File: src/rtl/wd_supervisor_regs.svh
// timing constants and functional notes for the watchdog reset supervisor
// assumes clk runs at 20 MHz and comparator results arrive as logic levels
// Functional notes
// - reset pulse issued when toggle input idles for the full selected period.
// - right after any reset the long watchdog period applies.
// - watchdog counter restarts when the reset pulse ends, whatever caused it.
// - short period takes effect only after first toggle after reset release.
// - every rising or falling toggle edge restarts the timeout count.
// - a stuck toggle input yields a reset pulse after every long period.
// - floating or mid-supply toggle input disables watchdog monitoring.
// - external clock: 1024 normal, 4096 after reset, 512 reset width.
// - internal 10.24 kHz, period pin low: 100 ms, 1.6 s, 50 ms pulse.
// - internal timebase, period pin high: 1.6 s both normal and post-reset.
// - select high uses internal oscillator, select low uses timebase pin clock.
// - timeout status goes low on expiry, high again on first toggle edge after the reset pulse.
// - timeout status forced high while line sense is below threshold.
// - chip-select passes through while line sense is above threshold and backup is off.
// - chip-select output forced high while line sense is below threshold.
// - early warning output low while early-warning comparator reads low.
// - backup forces reset low, reset high, fixed levels on all other outputs.
// - backup ignores toggle, chip-select, timebase inputs; early warning disabled.
// - reset held while line low and for reset period after recovery.
// - active-high reset is always the complement of active-low reset.
// - undervoltage output follows the line-sense result outside backup; backup output follows the battery-backup input.
`ifndef WD_SUPERVISOR_REGS_SVH
`define WD_SUPERVISOR_REGS_SVH
`define CLK_HZ          20000000
`define OSC_HZ          10240
`define OSC_DIV         ((`CLK_HZ / `OSC_HZ) / 2)
`define EXT_NORMAL_TKS  1024
`define EXT_LONG_TKS    4096
`define EXT_RESET_TKS   512
`define INT_SHORT_MS    100
`define INT_LONG_MS     1600
`define INT_RESET_MS    50
`define INT_SHORT_TKS   ((`INT_SHORT_MS * `OSC_HZ) / 1000)
`define INT_LONG_TKS    ((`INT_LONG_MS * `OSC_HZ) / 1000)
`define INT_RESET_TKS   ((`INT_RESET_MS * `OSC_HZ) / 1000)
`define TICK_W          16
`define DIV_W           11
`endif

File: src/rtl/wd_supervisor_pkg.sv
// types for the watchdog reset supervisor
// assumes wd_supervisor_regs.svh supplies the counter widths
`include "wd_supervisor_regs.svh"
package wd_supervisor_pkg;
  typedef logic [`TICK_W-1:0] tick_t;
  typedef logic [`DIV_W-1:0]  div_t;
  typedef enum logic [1:0] {
    st_reset = 2'b00,
    st_long  = 2'b01,
    st_short = 2'b11
  } wd_state_e;
  typedef struct packed {
    logic [1:0] tb_sync;
    logic       tb_prev;
    logic [1:0] sel_sync;
    logic [1:0] per_sync;
    logic [1:0] tog_pin;
    logic [1:0] tog_sync;
    logic [1:0] cs_sync;
    logic [1:0] float_sync;
    logic [1:0] line_sync;
    logic [1:0] warn_sync;
    logic [1:0] bk_sync;
    logic       tog_seen;
    div_t       osc_div;
    logic       osc_clk;
    logic       osc_prev;
    wd_state_e  state;
    tick_t      ticks;
    logic       reset_n;
    logic       reset;
    logic       under_n;
    logic       backup_active;
    logic       watchdog_expired_n;
    logic       early_warn_n;
    logic       cs_out_n;
  } sup_s;
endpackage : wd_supervisor_pkg

File: src/rtl/watchdog_reset_supervisor.sv
// watchdog, power-fail reset, chip-select gating and early warning logic
// assumes comparator and float-detect results arrive as asynchronous levels
`include "wd_supervisor_regs.svh"
module watchdog_reset_supervisor (
  input  wire logic clk,
  input  wire logic reset_n,
  input  wire logic watchdog_toggle_in,
  input  wire logic toggle_floating,
  input  wire logic timebase_select,
  input  wire logic timebase_in,
  input  wire logic line_sense,
  input  wire logic early_warn_in,
  input  wire logic battery_backup,
  input  wire logic cs_in_n,
  output logic      cpu_reset_n,
  output logic      cpu_reset,
  output logic      undervoltage_n,
  output logic      backup_active,
  output logic      watchdog_expired_n,
  output logic      early_warn_n,
  output logic      cs_out_n
);
  import wd_supervisor_pkg::*;

  sup_s r;
  sup_s next_r;

  // period for a state; ext mode also covers the capacitor oscillator
  function automatic tick_t period_of(input logic ext, input logic per_hi,
                                      input wd_state_e st);
    tick_t p;
    p = ext ? tick_t'(`EXT_NORMAL_TKS) : tick_t'(`INT_SHORT_TKS);
    case (st)
      st_reset: p = ext ? tick_t'(`EXT_RESET_TKS) : tick_t'(`INT_RESET_TKS);
      st_long:  p = ext ? tick_t'(`EXT_LONG_TKS) : tick_t'(`INT_LONG_TKS);
      st_short: begin
        if (!ext && per_hi) begin
          p = tick_t'(`INT_LONG_TKS);
        end
      end
      default:  p = tick_t'(`INT_LONG_TKS);
    endcase
    return p;
  endfunction : period_of

  logic      ext;
  logic      tick;
  logic      edge_seen;
  logic      line_ok;
  logic      bk;
  tick_t     limit;

  always_comb begin
    next_r = r;
    // first stages feed only the second stages
    next_r.tb_sync    = {r.tb_sync[0], timebase_in};
    next_r.sel_sync   = {r.sel_sync[0], timebase_select};
    next_r.per_sync   = {r.per_sync[0], timebase_in};
    next_r.float_sync = {r.float_sync[0], toggle_floating};
    next_r.line_sync  = {r.line_sync[0], line_sense};
    next_r.warn_sync  = {r.warn_sync[0], early_warn_in};
    next_r.bk_sync    = {r.bk_sync[0], battery_backup};
    next_r.tog_pin    = {r.tog_pin[0], watchdog_toggle_in};
    next_r.cs_sync    = {r.cs_sync[0], cs_in_n};
    bk      = r.bk_sync[1];
    line_ok = r.line_sync[1];
    ext     = !r.sel_sync[1] && !bk;
    // internal 10.24 kHz timebase from the system clock
    if (r.osc_div == div_t'(`OSC_DIV - 1)) begin
      next_r.osc_div = '0;
      next_r.osc_clk = !r.osc_clk;
    end else begin
      next_r.osc_div = r.osc_div + div_t'(1);
    end
    next_r.tb_prev  = r.tb_sync[1];
    next_r.osc_prev = r.osc_clk;
    tick = ext ? (r.tb_sync[1] && !r.tb_prev) : (r.osc_clk && !r.osc_prev);
    // toggle sampled on timebase ticks so each edge counts once
    next_r.tog_sync = r.tog_sync;
    edge_seen = 1'b0;
    if (tick && !bk) begin
      next_r.tog_sync = {r.tog_sync[0], r.tog_pin[1]};
      edge_seen = (r.tog_sync[1] != r.tog_sync[0]) && !r.float_sync[1];
    end
    limit = period_of(ext, r.per_sync[1], r.state);
    if (!line_ok || bk) begin
      // line low: hold reset, period starts over on recovery
      next_r.state = st_reset;
      next_r.ticks = '0;
    end else begin
      case (r.state)
        st_reset: begin
          if (tick) begin
            next_r.ticks = r.ticks + tick_t'(1);
          end
          if (tick && r.ticks + tick_t'(1) >= limit) begin
            next_r.state = st_long;
            next_r.ticks = '0;
          end
        end
        st_long, st_short: begin
          if (r.float_sync[1]) begin
            next_r.ticks = '0;
          end else if (edge_seen) begin
            next_r.ticks = '0;
            next_r.state = st_short;
            next_r.watchdog_expired_n = 1'b1;
          end else if (tick) begin
            next_r.ticks = r.ticks + tick_t'(1);
            if (r.ticks + tick_t'(1) >= limit) begin
              // stuck toggle repeats reset after each long period
              next_r.state = st_reset;
              next_r.ticks = '0;
              next_r.watchdog_expired_n = 1'b0;
            end
          end
        end
        default: begin
          next_r.state = st_reset;
          next_r.ticks = '0;
        end
      endcase
    end
    if (!line_ok || bk) begin
      next_r.watchdog_expired_n = 1'b1;
    end
    next_r.reset_n       = (next_r.state != st_reset);
    next_r.reset         = !next_r.reset_n;
    next_r.under_n       = line_ok && !bk;
    next_r.backup_active = bk;
    next_r.early_warn_n  = r.warn_sync[1] && !bk;
    // one cycle of gating lag, traded for a registered output
    next_r.cs_out_n      = (line_ok && !bk) ? r.cs_sync[1] : 1'b1;
  end

  always_ff @(posedge clk or negedge reset_n) begin
    if (!reset_n) begin
      r                    <= '0;
      r.state              <= st_reset;
      r.reset              <= 1'b1;
      r.watchdog_expired_n <= 1'b1;
      r.early_warn_n       <= 1'b1;
      r.cs_out_n           <= 1'b1;
      r.sel_sync           <= 2'b11;
      r.per_sync           <= 2'b11;
      r.cs_sync            <= 2'b11;
    end else begin
      r <= next_r;
    end
  end

  assign cpu_reset_n        = r.reset_n;
  assign cpu_reset          = r.reset;
  assign undervoltage_n     = r.under_n;
  assign backup_active      = r.backup_active;
  assign watchdog_expired_n = r.watchdog_expired_n;
  assign early_warn_n       = r.early_warn_n;
  assign cs_out_n           = r.cs_out_n;
endmodule : watchdog_reset_supervisor

File: config.mk
export PLATFORM = sky130hd
export DESIGN_NAME = watchdog_reset_supervisor
export DESIGN_NICKNAME = d
export VERILOG_FILES = /design/src/rtl/wd_supervisor_pkg.sv /design/src/rtl/watchdog_reset_supervisor.sv
export VERILOG_INCLUDE_DIRS = /design/src /design/src/rtl
export SDC_FILE = /design/constraint.sdc
export NUM_CORES = 1
export LEC_CHECK = 0
export ABC_AREA = 1
export BUFFER_PORTS_ARGS = -buffer_cell sky130_fd_sc_hd__buf_4
export CORE_UTILIZATION = 35
export CTS_CLUSTER_SIZE = 40
export DETAILED_ROUTE_END_ITERATION = 8
export GPL_ROUTABILITY_DRIVEN = 0
export SLEW_MARGIN = 20
export SYNTH_ARGS = -nofsm -noshare
export SYNTH_HDL_FRONTEND = slang
export SYNTH_SLANG_ARGS = --single-unit
File: constraint.sdc
create_clock -name clk -period 2.5 [get_ports clk]
set_input_delay 0.5 -clock clk [delete_from_list [all_inputs] [get_ports clk]]
set_output_delay 0.5 -clock clk [all_outputs]
set_load 0.03 [all_outputs]
==> results of run 1 <==
==> cells in the mapped netlist (3+ instances only) <==
| master | count | area (µm²) |
|---|---|---|
| a21oi_1 | 12 | 60.1 |
| dfrtp_1 | 49 | 1230 |
| dfstp_2 | 10 | 263 |
| ha_1 | 6 | 75.1 |
| inv_1 | 45 | 169 |
| nand2_1 | 85 | 319 |
| nand2_2 | 25 | 156 |
| nand3_1 | 18 | 90.1 |
| nand4_1 | 3 | 18.8 |
| nor2_1 | 41 | 154 |
| nor2_4 | 3 | 33.8 |
| nor3_1 | 9 | 45.0 |
| o21ai_0 | 7 | 35.0 |
| o21bai_1 | 3 | 22.5 |
| xor2_1 | 5 | 43.8 |
==> power breakdown <==
part           leakage, nW  switching (mW)  internal [mW]
combinational         1.02          0.0550         0.0307
sequential           0.735          0.0139          0.989
clock               0.0860           0.404          0.363
==> worst register-to-register path: stages, from the launching register on <==
cell and delay [ps]:
dfrtp_1 370, ha_2 200, nand2_2 60, nor2_2 110, nand2_2 70, inv_2 70, nand2_4 60, nor3_4 110
xor2_1 100, ha_1 300, nand2_1 60, inv_2 60, nand3_2 70, nor2_2 110, nand3_2 110, nand2_2 110
nand2_2 60, nand2_4 130, nand2_8 120, nand2_1 80, nand2_1 40
==> how the worst max path moves through the flow <==
stage | slack [ps] | start | cells after the start | end
after floorplan | 30 | r[7]$_DFFE_PN0P_ | 21 | r[15]$_DFFE_PN0P_
after global placement | -50 | r[7]$_DFFE_PN0P_ | 20 | r[7]$_DFFE_PN0P_
after detailed placement | -140 | r[7]$_DFFE_PN0P_ | 20 | r[10]$_DFFE_PN0P_
after CTS | -100 | r[8]$_DFFE_PN0P_ | 20 | r[17]$_DFFE_PN0P_
after global routing | -230 | r[8]$_DFFE_PN0P_ | 19 | r[17]$_DFFE_PN0P_
final | -20 | r[8]$_DFFE_PN0P_ | 20 | r[11]$_DFFE_PN0P_
==> kinds of logic after synthesis <==
| family | count (synthesis) |
|---|---|
| flip-flops | 59 |
| adder cells (fa/ha/maj) | 6 |
| AO/OA/AOI/OAI | 28 |
| AND/OR/NAND/NOR | 192 |
| XOR/XNOR | 7 |
| buffers and inverters | 50 |
==> final cells by class <==
cell class,count,share of cell area
Multi-Input combinational cell,234,0.368
Clock buffer,9,0.0345
Timing Repair Buffer,39,0.0827
Inverter,47,0.0495
Clock inverter,7,0.0143
Sequential cell,59,0.415
Tap cell,102,0.0356
==> flip-flops by register name, summed over array words and instances, names as in the netlist <==
register,count
backup_active,1
bk,1
cpu_reset,1
cpu_reset_n,1
cs_out_n,1
early_warn_n,1
line_ok,1
next_r,11
r,39
undervoltage_n,1
watchdog_expired_n,1
==> repair_timing <==
| item | 4_1_cts | 5_1_grt |
|---|---|---|
| hold buffers | 0 | 0 |
| gates resized for setup | 11 | 24 |
| setup buffers | 8 | 3 |
| gates cloned | 1 | 0 |
| pin swaps | 14 | 14 |
| endpoints found under the setup margin | 20 | 20 |
==> metal layers <==
| layer | vias to the layer above | global-route usage | wire (µm) |
|---|---|---|---|
| met5 | - | 0 | 0 |
| met4 | 0 | 0.0372 | 48 |
| met3 | 8 | 0.0583 | 255 |
| met2 | 36 | 0.248 | 2820 |
| met1 | 1083 | 0.190 | 2590 |
| li1 | 1165 | - | - |
==> qor.txt, run 1 <==
Status -> complete, but fails checks
Failing checks -> setup timing
Die height -> 92.6 µm
Post-synthesis instance area -> 2870 µm²
Largest family of logic cells by synthesized area -> simple AND/OR/NAND/NOR gates
Total GRT Usage -> 0.152
Fmax -> 0.396 GHz
1st-pass router iterations -> 5
CTS tree -> done
CTS Buffer Depth -> 2
Std cell rows -> 32
Synthesized netlist cell count -> 342
H-tree depth -> 3
Area occupied by multi-input gates -> 1320 µm²
Initial antenna violation count -> 0
# IOs -> 17
Reg2Reg Capture Point -> r[11]$_DFFE_PN0P_
Actual slew at the worst max-slew pin -> 720 ps
Synth Area in Compound Gates -> 0.0557
Ant. Diodes -> 0
Root Driver -> clkbuf_8
CTS Buf Count -> 9
Slew Limit Fails -> 0
RR Startpoint -> r[8]$_DFFE_PN0P_
Dominant cell type by count on the critical path -> nand2_2
FILL cells -> 787
Clk sinks -> 59
FFs w/ async S/R, synth -> 1.00
Final WL -> 5.72 mm
Non-filler cells, final -> 497
CP Cell Sequence -> ha_2 -> nand2_2 -> nor2_2 -> nand2_2 -> inv_2 -> nand2_4 -> nor3_4 -> xor2_1 -> ha_1 -> nand2_1 -> inv_2 -> nand3_2 -> nor2_2 -> nand3_2 -> nand2_2 -> nand2_2 -> nand2_4 -> nand2_8 -> nand2_1 -> nand2_1
Min Tclk post-route -> 2520 ps
Reg2reg path depth -> 20
Post-synthesis xor/xnor area fraction -> 0.0213
R2R Setup Slk -> -20 ps
Max-cap violation count -> 0
Worst rel slew slack -> 0.520
Final hold vios -> 0
Layout cell share with drive strength beyond 1 -> 0.314
Sequential fraction of the synthesis area -> 0.518
Lkg Pwr -> 1.84 nW
Pwr dens -> 517 nW/µm²
Die width -> 92.6 µm
Post-Route Setup TNS -> -128 ps
CP arrival -> 2760 ps
Vias -> 2292
DP HPWL -> 3.88 mm
Final-stage net count -> 406
Die area -> 8580 µm²
Worst-path clk slew -> 70 ps
Post-Synth Adder-Cell Area -> 0.0261
CP peak stage delay -> 370 ps
Initial DRC count -> 77
Port bufs -> 16
Final period util -> 1.01
Design Area, Final -> 3590 µm²
Warnings, synthesis -> 0
Most frequent cells in the layout -> nand2_1 (73), dfrtp_1 (48), inv_1 (43), nor2_1 (38), buf_4 (38)
Post-synth cell types -> 32
Hold_ws -> 202 ps
Number of synthesized flops with an enable pin -> 0
Worst path slowest cell -> dfrtp_1
Vias in the first global route -> 2309
DRC -> 0
CP top delay family -> simple AND/OR/NAND/NOR gates
Placed Instances -> 469
Final ANT Viol Nets -> 0
Worst slack, placed -> -143 ps
Area Overhead vs Synth -> 24.8%
Crit path buffers/inverters -> 2
Peak supply drop -> 0.000411 V
Post-route setup slack -> -22.8 ps
Average wire per standard cell -> 11.5 µm
RSZ-0062 raised after global routing -> true
Mux cell area share after synthesis -> 0
Via-to-Cell Ratio -> 4.61
Dpl cell area -> 3190 µm²
Synthesized area per cell -> 8.40 µm²
CORE AREA -> 7850 µm²
Global-route wire length before repair -> 10.2 mm
Crit. End Element -> register
Critical path class -> register to register
Peak fanout along the critical path -> 8
Register bit total from synthesis -> 59
Final setup violation count -> 10
Worst-Skew Late Latency -> 340 ps
Register area -> 1490 µm²
Tot Pwr -> 1.85 mW
Initial core utilization -> 0.366
Congestion Overflow GR -> 0
CP required -> 2730 ps
Layout Skew -> 10.3 ps
Largest net degree at the start of global routing -> 60
Ys flop type -> dfrtp_1
Simple-gate share of the synthesized area -> 0.307
Hold Path Class -> primary input to asynchronous set/reset pin
Most common cell after layout, fill and taps aside -> nand2_1
Worst setup SP type -> register
Fin util -> 0.457
Syn nets -> 358
No activity file was read; power rests on OpenSTA's default activity.
==> inputs of run 2 (changes only) <==
Clock period 2.5 ns to 2.6 ns, I/O delays scaled along.
==> run 2 against run 1 <==
  * The run now ends clean
  * Wire length is 2.7% lower
  * Worst hold slack better by 39 ps
  * Combinational power is 3.4% lower
  * Non-clock buffer count is 7 lower
  * Clock power down 2.9%
  * Power decreased by 3.4%
  * Clock skew fell by 2.5 ps
  * Critical path depth decreased by 1
  * Largest power group unchanged
  * Cell area shrank 2.4%
  * Critical endpoint is now r[14]$_DFFE_PN0P_
  * Cell count shrank 1.4%
  * Die area is the same
  * Via count is 1.3% lower
==> qor.txt, run 2 (synthesis gave the netlist of run 1 again) <==
H-tree depth -> 3
Most flops, register -> r
# IOs -> 17
Area occupied by multi-input gates -> 1290 µm²
FILL cells -> 800
Total GRT Usage -> 0.143
Initial core utilization -> 0.366
Most frequent cells in the layout -> nand2_1 (74), dfrtp_1 (49), inv_1 (43), nor2_1 (39), nand2_2 (33)
CTS Buffer Depth -> 2
Max reg flops -> 39
Hold_ws -> 241 ps
Peak fanout along the critical path -> 7
Dpl cell area -> 3180 µm²
Worst-path clk slew -> 70 ps
Hold Path Class -> primary input to asynchronous set/reset pin
CTS tree -> done
Min Tclk post-route -> 2600 ps
Final WL -> 5.57 mm
Slew Limit Fails -> 0
CP arrival -> 2880 ps
Worst slack, placed -> -66.6 ps
Fin util -> 0.446
Final period util -> 0.999
Worst Setup EP -> r[14]$_DFFE_PN0P_
Final setup violation count -> 0
Fmax -> 0.385 GHz
CORE AREA -> 7850 µm²
Root Driver -> clkbuf_8
Clk sinks -> 59
Die area -> 8580 µm²
Post-CTS Hold Buffers -> 0
Register area -> 1490 µm²
Global-route wire length before repair -> 9.46 mm
Via-to-Cell Ratio -> 4.62
DRC -> 0
Most common cell after layout, fill and taps aside -> nand2_1
Reg2Reg Capture Point -> r[14]$_DFFE_PN0P_
CTS Buf Count -> 9
Final ANT Viol Nets -> 0
Ant. Diodes -> 0
Worst rel slew slack -> 0.507
Largest net degree at the start of global routing -> 60
Die width -> 92.6 µm
RSZ-0062 raised after global routing -> true
Congestion Overflow GR -> 0
Pwr dens -> 512 nW/µm²
Design Area, Final -> 3500 µm²
Lkg Pwr -> 1.80 nW
Critical path class -> register to register
Vias in the first global route -> 2148
CP required -> 2880 ps
Crit path from -> r[7]$_DFFE_PN0P_
Actual slew at the worst max-slew pin -> 740 ps
Peak supply drop -> 0.000402 V
Post-route setup slack -> 2.90 ps
Vias -> 2263
Average wire per standard cell -> 11.4 µm
Final hold vios -> 0
R2R Setup Slk -> 3 ps
DP HPWL -> 3.71 mm
RR Startpoint -> r[7]$_DFFE_PN0P_
Placed Instances -> 469
Max-cap violation count -> 0
Std cell rows -> 32
Initial DRC count -> 96
Final-stage net count -> 399
1st-pass router iterations -> 4
Area Overhead vs Synth -> 21.8%
Non-filler cells, final -> 490
Die height -> 92.6 µm
Worst-Skew Late Latency -> 340 ps
Worst setup SP type -> register
Port bufs -> 16
Initial antenna violation count -> 0
Reg2reg path depth -> 19
Status -> completed
Layout cell share with drive strength beyond 1 -> 0.296
Layout Skew -> 7.81 ps
Crit. End Element -> register
-- run 2: changes by cell type in the layout (fill, tap and decap cells not counted), sizes merged --
cell / previous run / this run
clkinv: 5 / 6
clkinvlp: 2 / 1
buf: 39 / 32
-- run 2: power by group --
group          internal (mW)  total, mW  switching, mW
clock network          0.351      0.745          0.394
logic                 0.0302     0.0828         0.0526
registers              0.950      0.964         0.0138
total                   1.33       1.79          0.460
-- run 2: worst min path at each step --
stage,startpoint,to,slack [ps]
floorplan,reset_n,backup_active$_DFF_PN0_,220
global placement,next_r[52]$_DFF_PN0_,r[52]$_DFF_PN0_,330
detailed placement,next_r[59]$_DFF_PN0_,next_r[57]$_DFF_PN0_,330
CTS,early_warn_in,next_r[42]$_DFF_PN0_,260
global route,early_warn_in,next_r[42]$_DFF_PN0_,250
finish,reset_n,r[12]$_DFFE_PN0P_,240
-- run 2: per-stage QoR --
stage	power [mW]	setup TNS [ps]
after floorplan	1.01	0
after global placement	1.06	0
after detailed placement	1.06	-906
after CTS	1.82	0
after global routing	1.88	-3380
final	1.79	0
-- run 2: worst max-delay path, stage by stage (launching register included) --
cell     delay [ps]
dfrtp_1         380
ha_2            200
nand2_2          70
nor2_2          110
nand2_2          70
inv_2            70
nand2_4          60
nor3_4          190
xor2_1          220
ha_1            280
nand2_1          70
inv_2            40
nand3_1          80
nor2_1           50
nor2_2          110
nand4_1         110
buf_4           200
nand2_8         120
nand2_2          60
nand2_2          50
-- run 2: layout make-up --
cell class              count  area share
clock inverters             7      0.0150
inverters                  47      0.0508
well taps                 102      0.0365
flip-flops and latches     59       0.425
multi-input cells         234       0.368
clock buffers               9      0.0354
repair buffers             32      0.0686
-- run 2: routing by layer --
| metal | wire length [µm] | global-route usage | vias to the layer above |
|---|---|---|---|
| met1 | 2610 | 0.178 | 1043 |
| met3 | 222 | 0.0460 | 13 |
| li1 | - | - | 1155 |
| met4 | 136 | 0.0628 | 0 |
| met5 | 0 | 0 | - |
| met2 | 2590 | 0.226 | 52 |
-- run 2: what timing repair did --
item,CTS,global route
gates resized for setup,2,26
pin swaps,0,15
setup buffers,0,4
gates cloned,0,1
endpoints found under the setup margin,17,20
==> inputs of run 3 (changes only) <==
Settings changed: GPL_TIMING_DRIVEN from default to 0.
Clock period 2.6 ns to 2.7 ns, I/O delays scaled along.
==> run 3 against run 2 <==
  * The flow now finishes with violations (setup timing)
  * Cell area up 3.6%
  * Critical path depth increased by 2
  * Critical endpoint unchanged
  * Clock skew decreased by 2.4 ps
  * Global-route usage increased by 0.37 points
  * Register-to-register slack about the same
  * Sequential share of layout area shrank 1.5 points
  * Worst setup slack worse by 12 ps
  * Maximum frequency fell by 4.1%
==> qor.txt, run 3 (synthesis gave the netlist of run 1 again) <==
Crit path from -> r[7]$_DFFE_PN0P_
Area Overhead vs Synth -> 26.1%
# IOs -> 17
Fmax -> 0.369 GHz
1st-pass router iterations -> 4
CORE AREA -> 7850 µm²
Initial DRC count -> 90
Final period util -> 1.00
Placed Instances -> 460
Post-CTS Hold Buffers -> 0
Non-filler cells, final -> 493
R2R Setup Slk -> -9 ps
Ant. Diodes -> 0
Max reg flops -> 39
Vias -> 2259
CTS Buf Count -> 9
Final hold vios -> 0
Min Tclk post-route -> 2710 ps
Pwr dens -> 563 nW/µm²
Failing checks -> setup timing
Port bufs -> 16
Peak fanout along the critical path -> 5
Congestion Overflow GR -> 0
Initial antenna violation count -> 0
Reg2reg path depth -> 21
CTS tree -> done
Via-to-Cell Ratio -> 4.58
Global-route wire length before repair -> 9.66 mm
Die area -> 8580 µm²
Final-stage net count -> 402
Most common cell after layout, fill and taps aside -> nand2_1
Actual slew at the worst max-slew pin -> 715 ps
Largest net degree at the start of global routing -> 60
DP HPWL -> 3.69 mm
Layout Skew -> 5.46 ps
Initial core utilization -> 0.366
Fin util -> 0.462
Worst Setup EP -> r[14]$_DFFE_PN0P_
CTS Buffer Depth -> 2
Average wire per standard cell -> 11.6 µm
Vias in the first global route -> 2233
Root Driver -> clkbuf_8
DRC -> 0
Worst setup SP type -> register
Reg2Reg Capture Point -> r[14]$_DFFE_PN0P_
Status -> complete, but fails checks
Most frequent cells in the layout -> nand2_1 (77), dfrtp_1 (49), inv_1 (43), nor2_1 (39), buf_4 (31)
Peak supply drop -> 0.000404 V
Final setup violation count -> 4
Total GRT Usage -> 0.146
Final WL -> 5.71 mm
Max-cap violation count -> 0
CP arrival -> 2940 ps
Std cell rows -> 32
Critical path class -> register to register
Final ANT Viol Nets -> 0
Worst rel slew slack -> 0.524
H-tree depth -> 3
RSZ-0062 raised after global routing -> true
CP required -> 2930 ps
Worst-Skew Late Latency -> 330 ps
Clk sinks -> 59
Die height -> 92.6 µm
Lkg Pwr -> 1.87 nW
Worst-path clk slew -> 70 ps
Post-Route Setup TNS -> -24.4 ps
Worst slack, placed -> -220 ps
RR Startpoint -> r[7]$_DFFE_PN0P_
Post-route setup slack -> -9.22 ps
Most flops, register -> r
Die width -> 92.6 µm
Layout cell share with drive strength beyond 1 -> 0.292
Slew Limit Fails -> 0
Crit. End Element -> register
Hold Path Class -> primary input to asynchronous set/reset pin
[run 3: changes by cell type in the layout (fill, tap and decap cells not counted), moves of 2 or more]
cell	previous run	this run
nand2_4	4	8
clkinv_2	3	1
nand2_1	74	77
clkbuf_8	9	11
nand2_8	2	0
nand2_2	33	27
bufinv_16	0	3
clkbuf_1	0	2
[run 3: power by group]
part | total [mW] | internal (mW) | switching (mW) | leakage (nW)
logic | 0.0795 | 0.0277 | 0.0518 | 0.998
registers | 0.929 | 0.915 | 0.0131 | 0.737
clock network | 1.03 | 0.668 | 0.363 | 0.130
[run 3: worst max-delay path, stage by stage, from the launching register on]
cell and delay, ps:
dfrtp_1 390, ha_2 210, nand2_2 70, nor2_2 90, nand2_2 70, inv_2 80, nand2_4 60, nor3_4 210
xor2_2 120, ha_1 300, nand2_1 60, inv_2 60, nand3_2 70, nor2_2 120, nand3_2 110, nand2_2 100
nand2_2 50, nand2_2 70, nand2_4 80, clkbuf_16 170, nand2_2 50, nand2_2 40
[run 3: worst min-delay path by stage]
stage                         startpoint  depth (start not counted)                 endpoint  slack, ps
finish                           reset_n                          1        r[13]$_DFFE_PN0P_        250
global route                  line_sense                          1     next_r[44]$_DFF_PN0_        270
CTS                              reset_n                          1        r[11]$_DFFE_PN0P_        270
detailed placement  next_r[44]$_DFF_PN0_                          0        line_ok$_DFF_PN0_        340
global placement    next_r[52]$_DFF_PN0_                          0          r[52]$_DFF_PN0_        330
floorplan                        reset_n                          0  backup_active$_DFF_PN0_        240
[run 3: what timing repair did]
action                     CTS  global route
hold endpoints to repair     0             0
setup buffers               10             6
gates cloned                 0             1
pin swaps                    5             9
setup endpoints to repair   20            20
gates resized for setup      4            24
[run 3: through the flow]
stage	total power, mW	hold WS, ps	cell area (µm²)
finish	2.04	251	3620
global route	2.12	274	3620
detailed placement	1.02	336	3120
floorplan	0.976	244	2870
global placement	1.02	333	3120
CTS	2.07	273	3470
[run 3: layout make-up]
cell class	count	area (µm²)
well taps	102	128
multi-input cells	233	1270
plain buffers	3	27.5
repair buffers	33	269
clock buffers	11	151
flip-flops and latches	59	1490
clock inverters	5	108
inverters	47	178
fillers	737	4220
[run 3: metal layers]
layer	track usage	routed length [µm]
met1	0.166	2600
met2	0.244	2860
met3	0.0468	162
met4	0.0795	90
met5	0	0
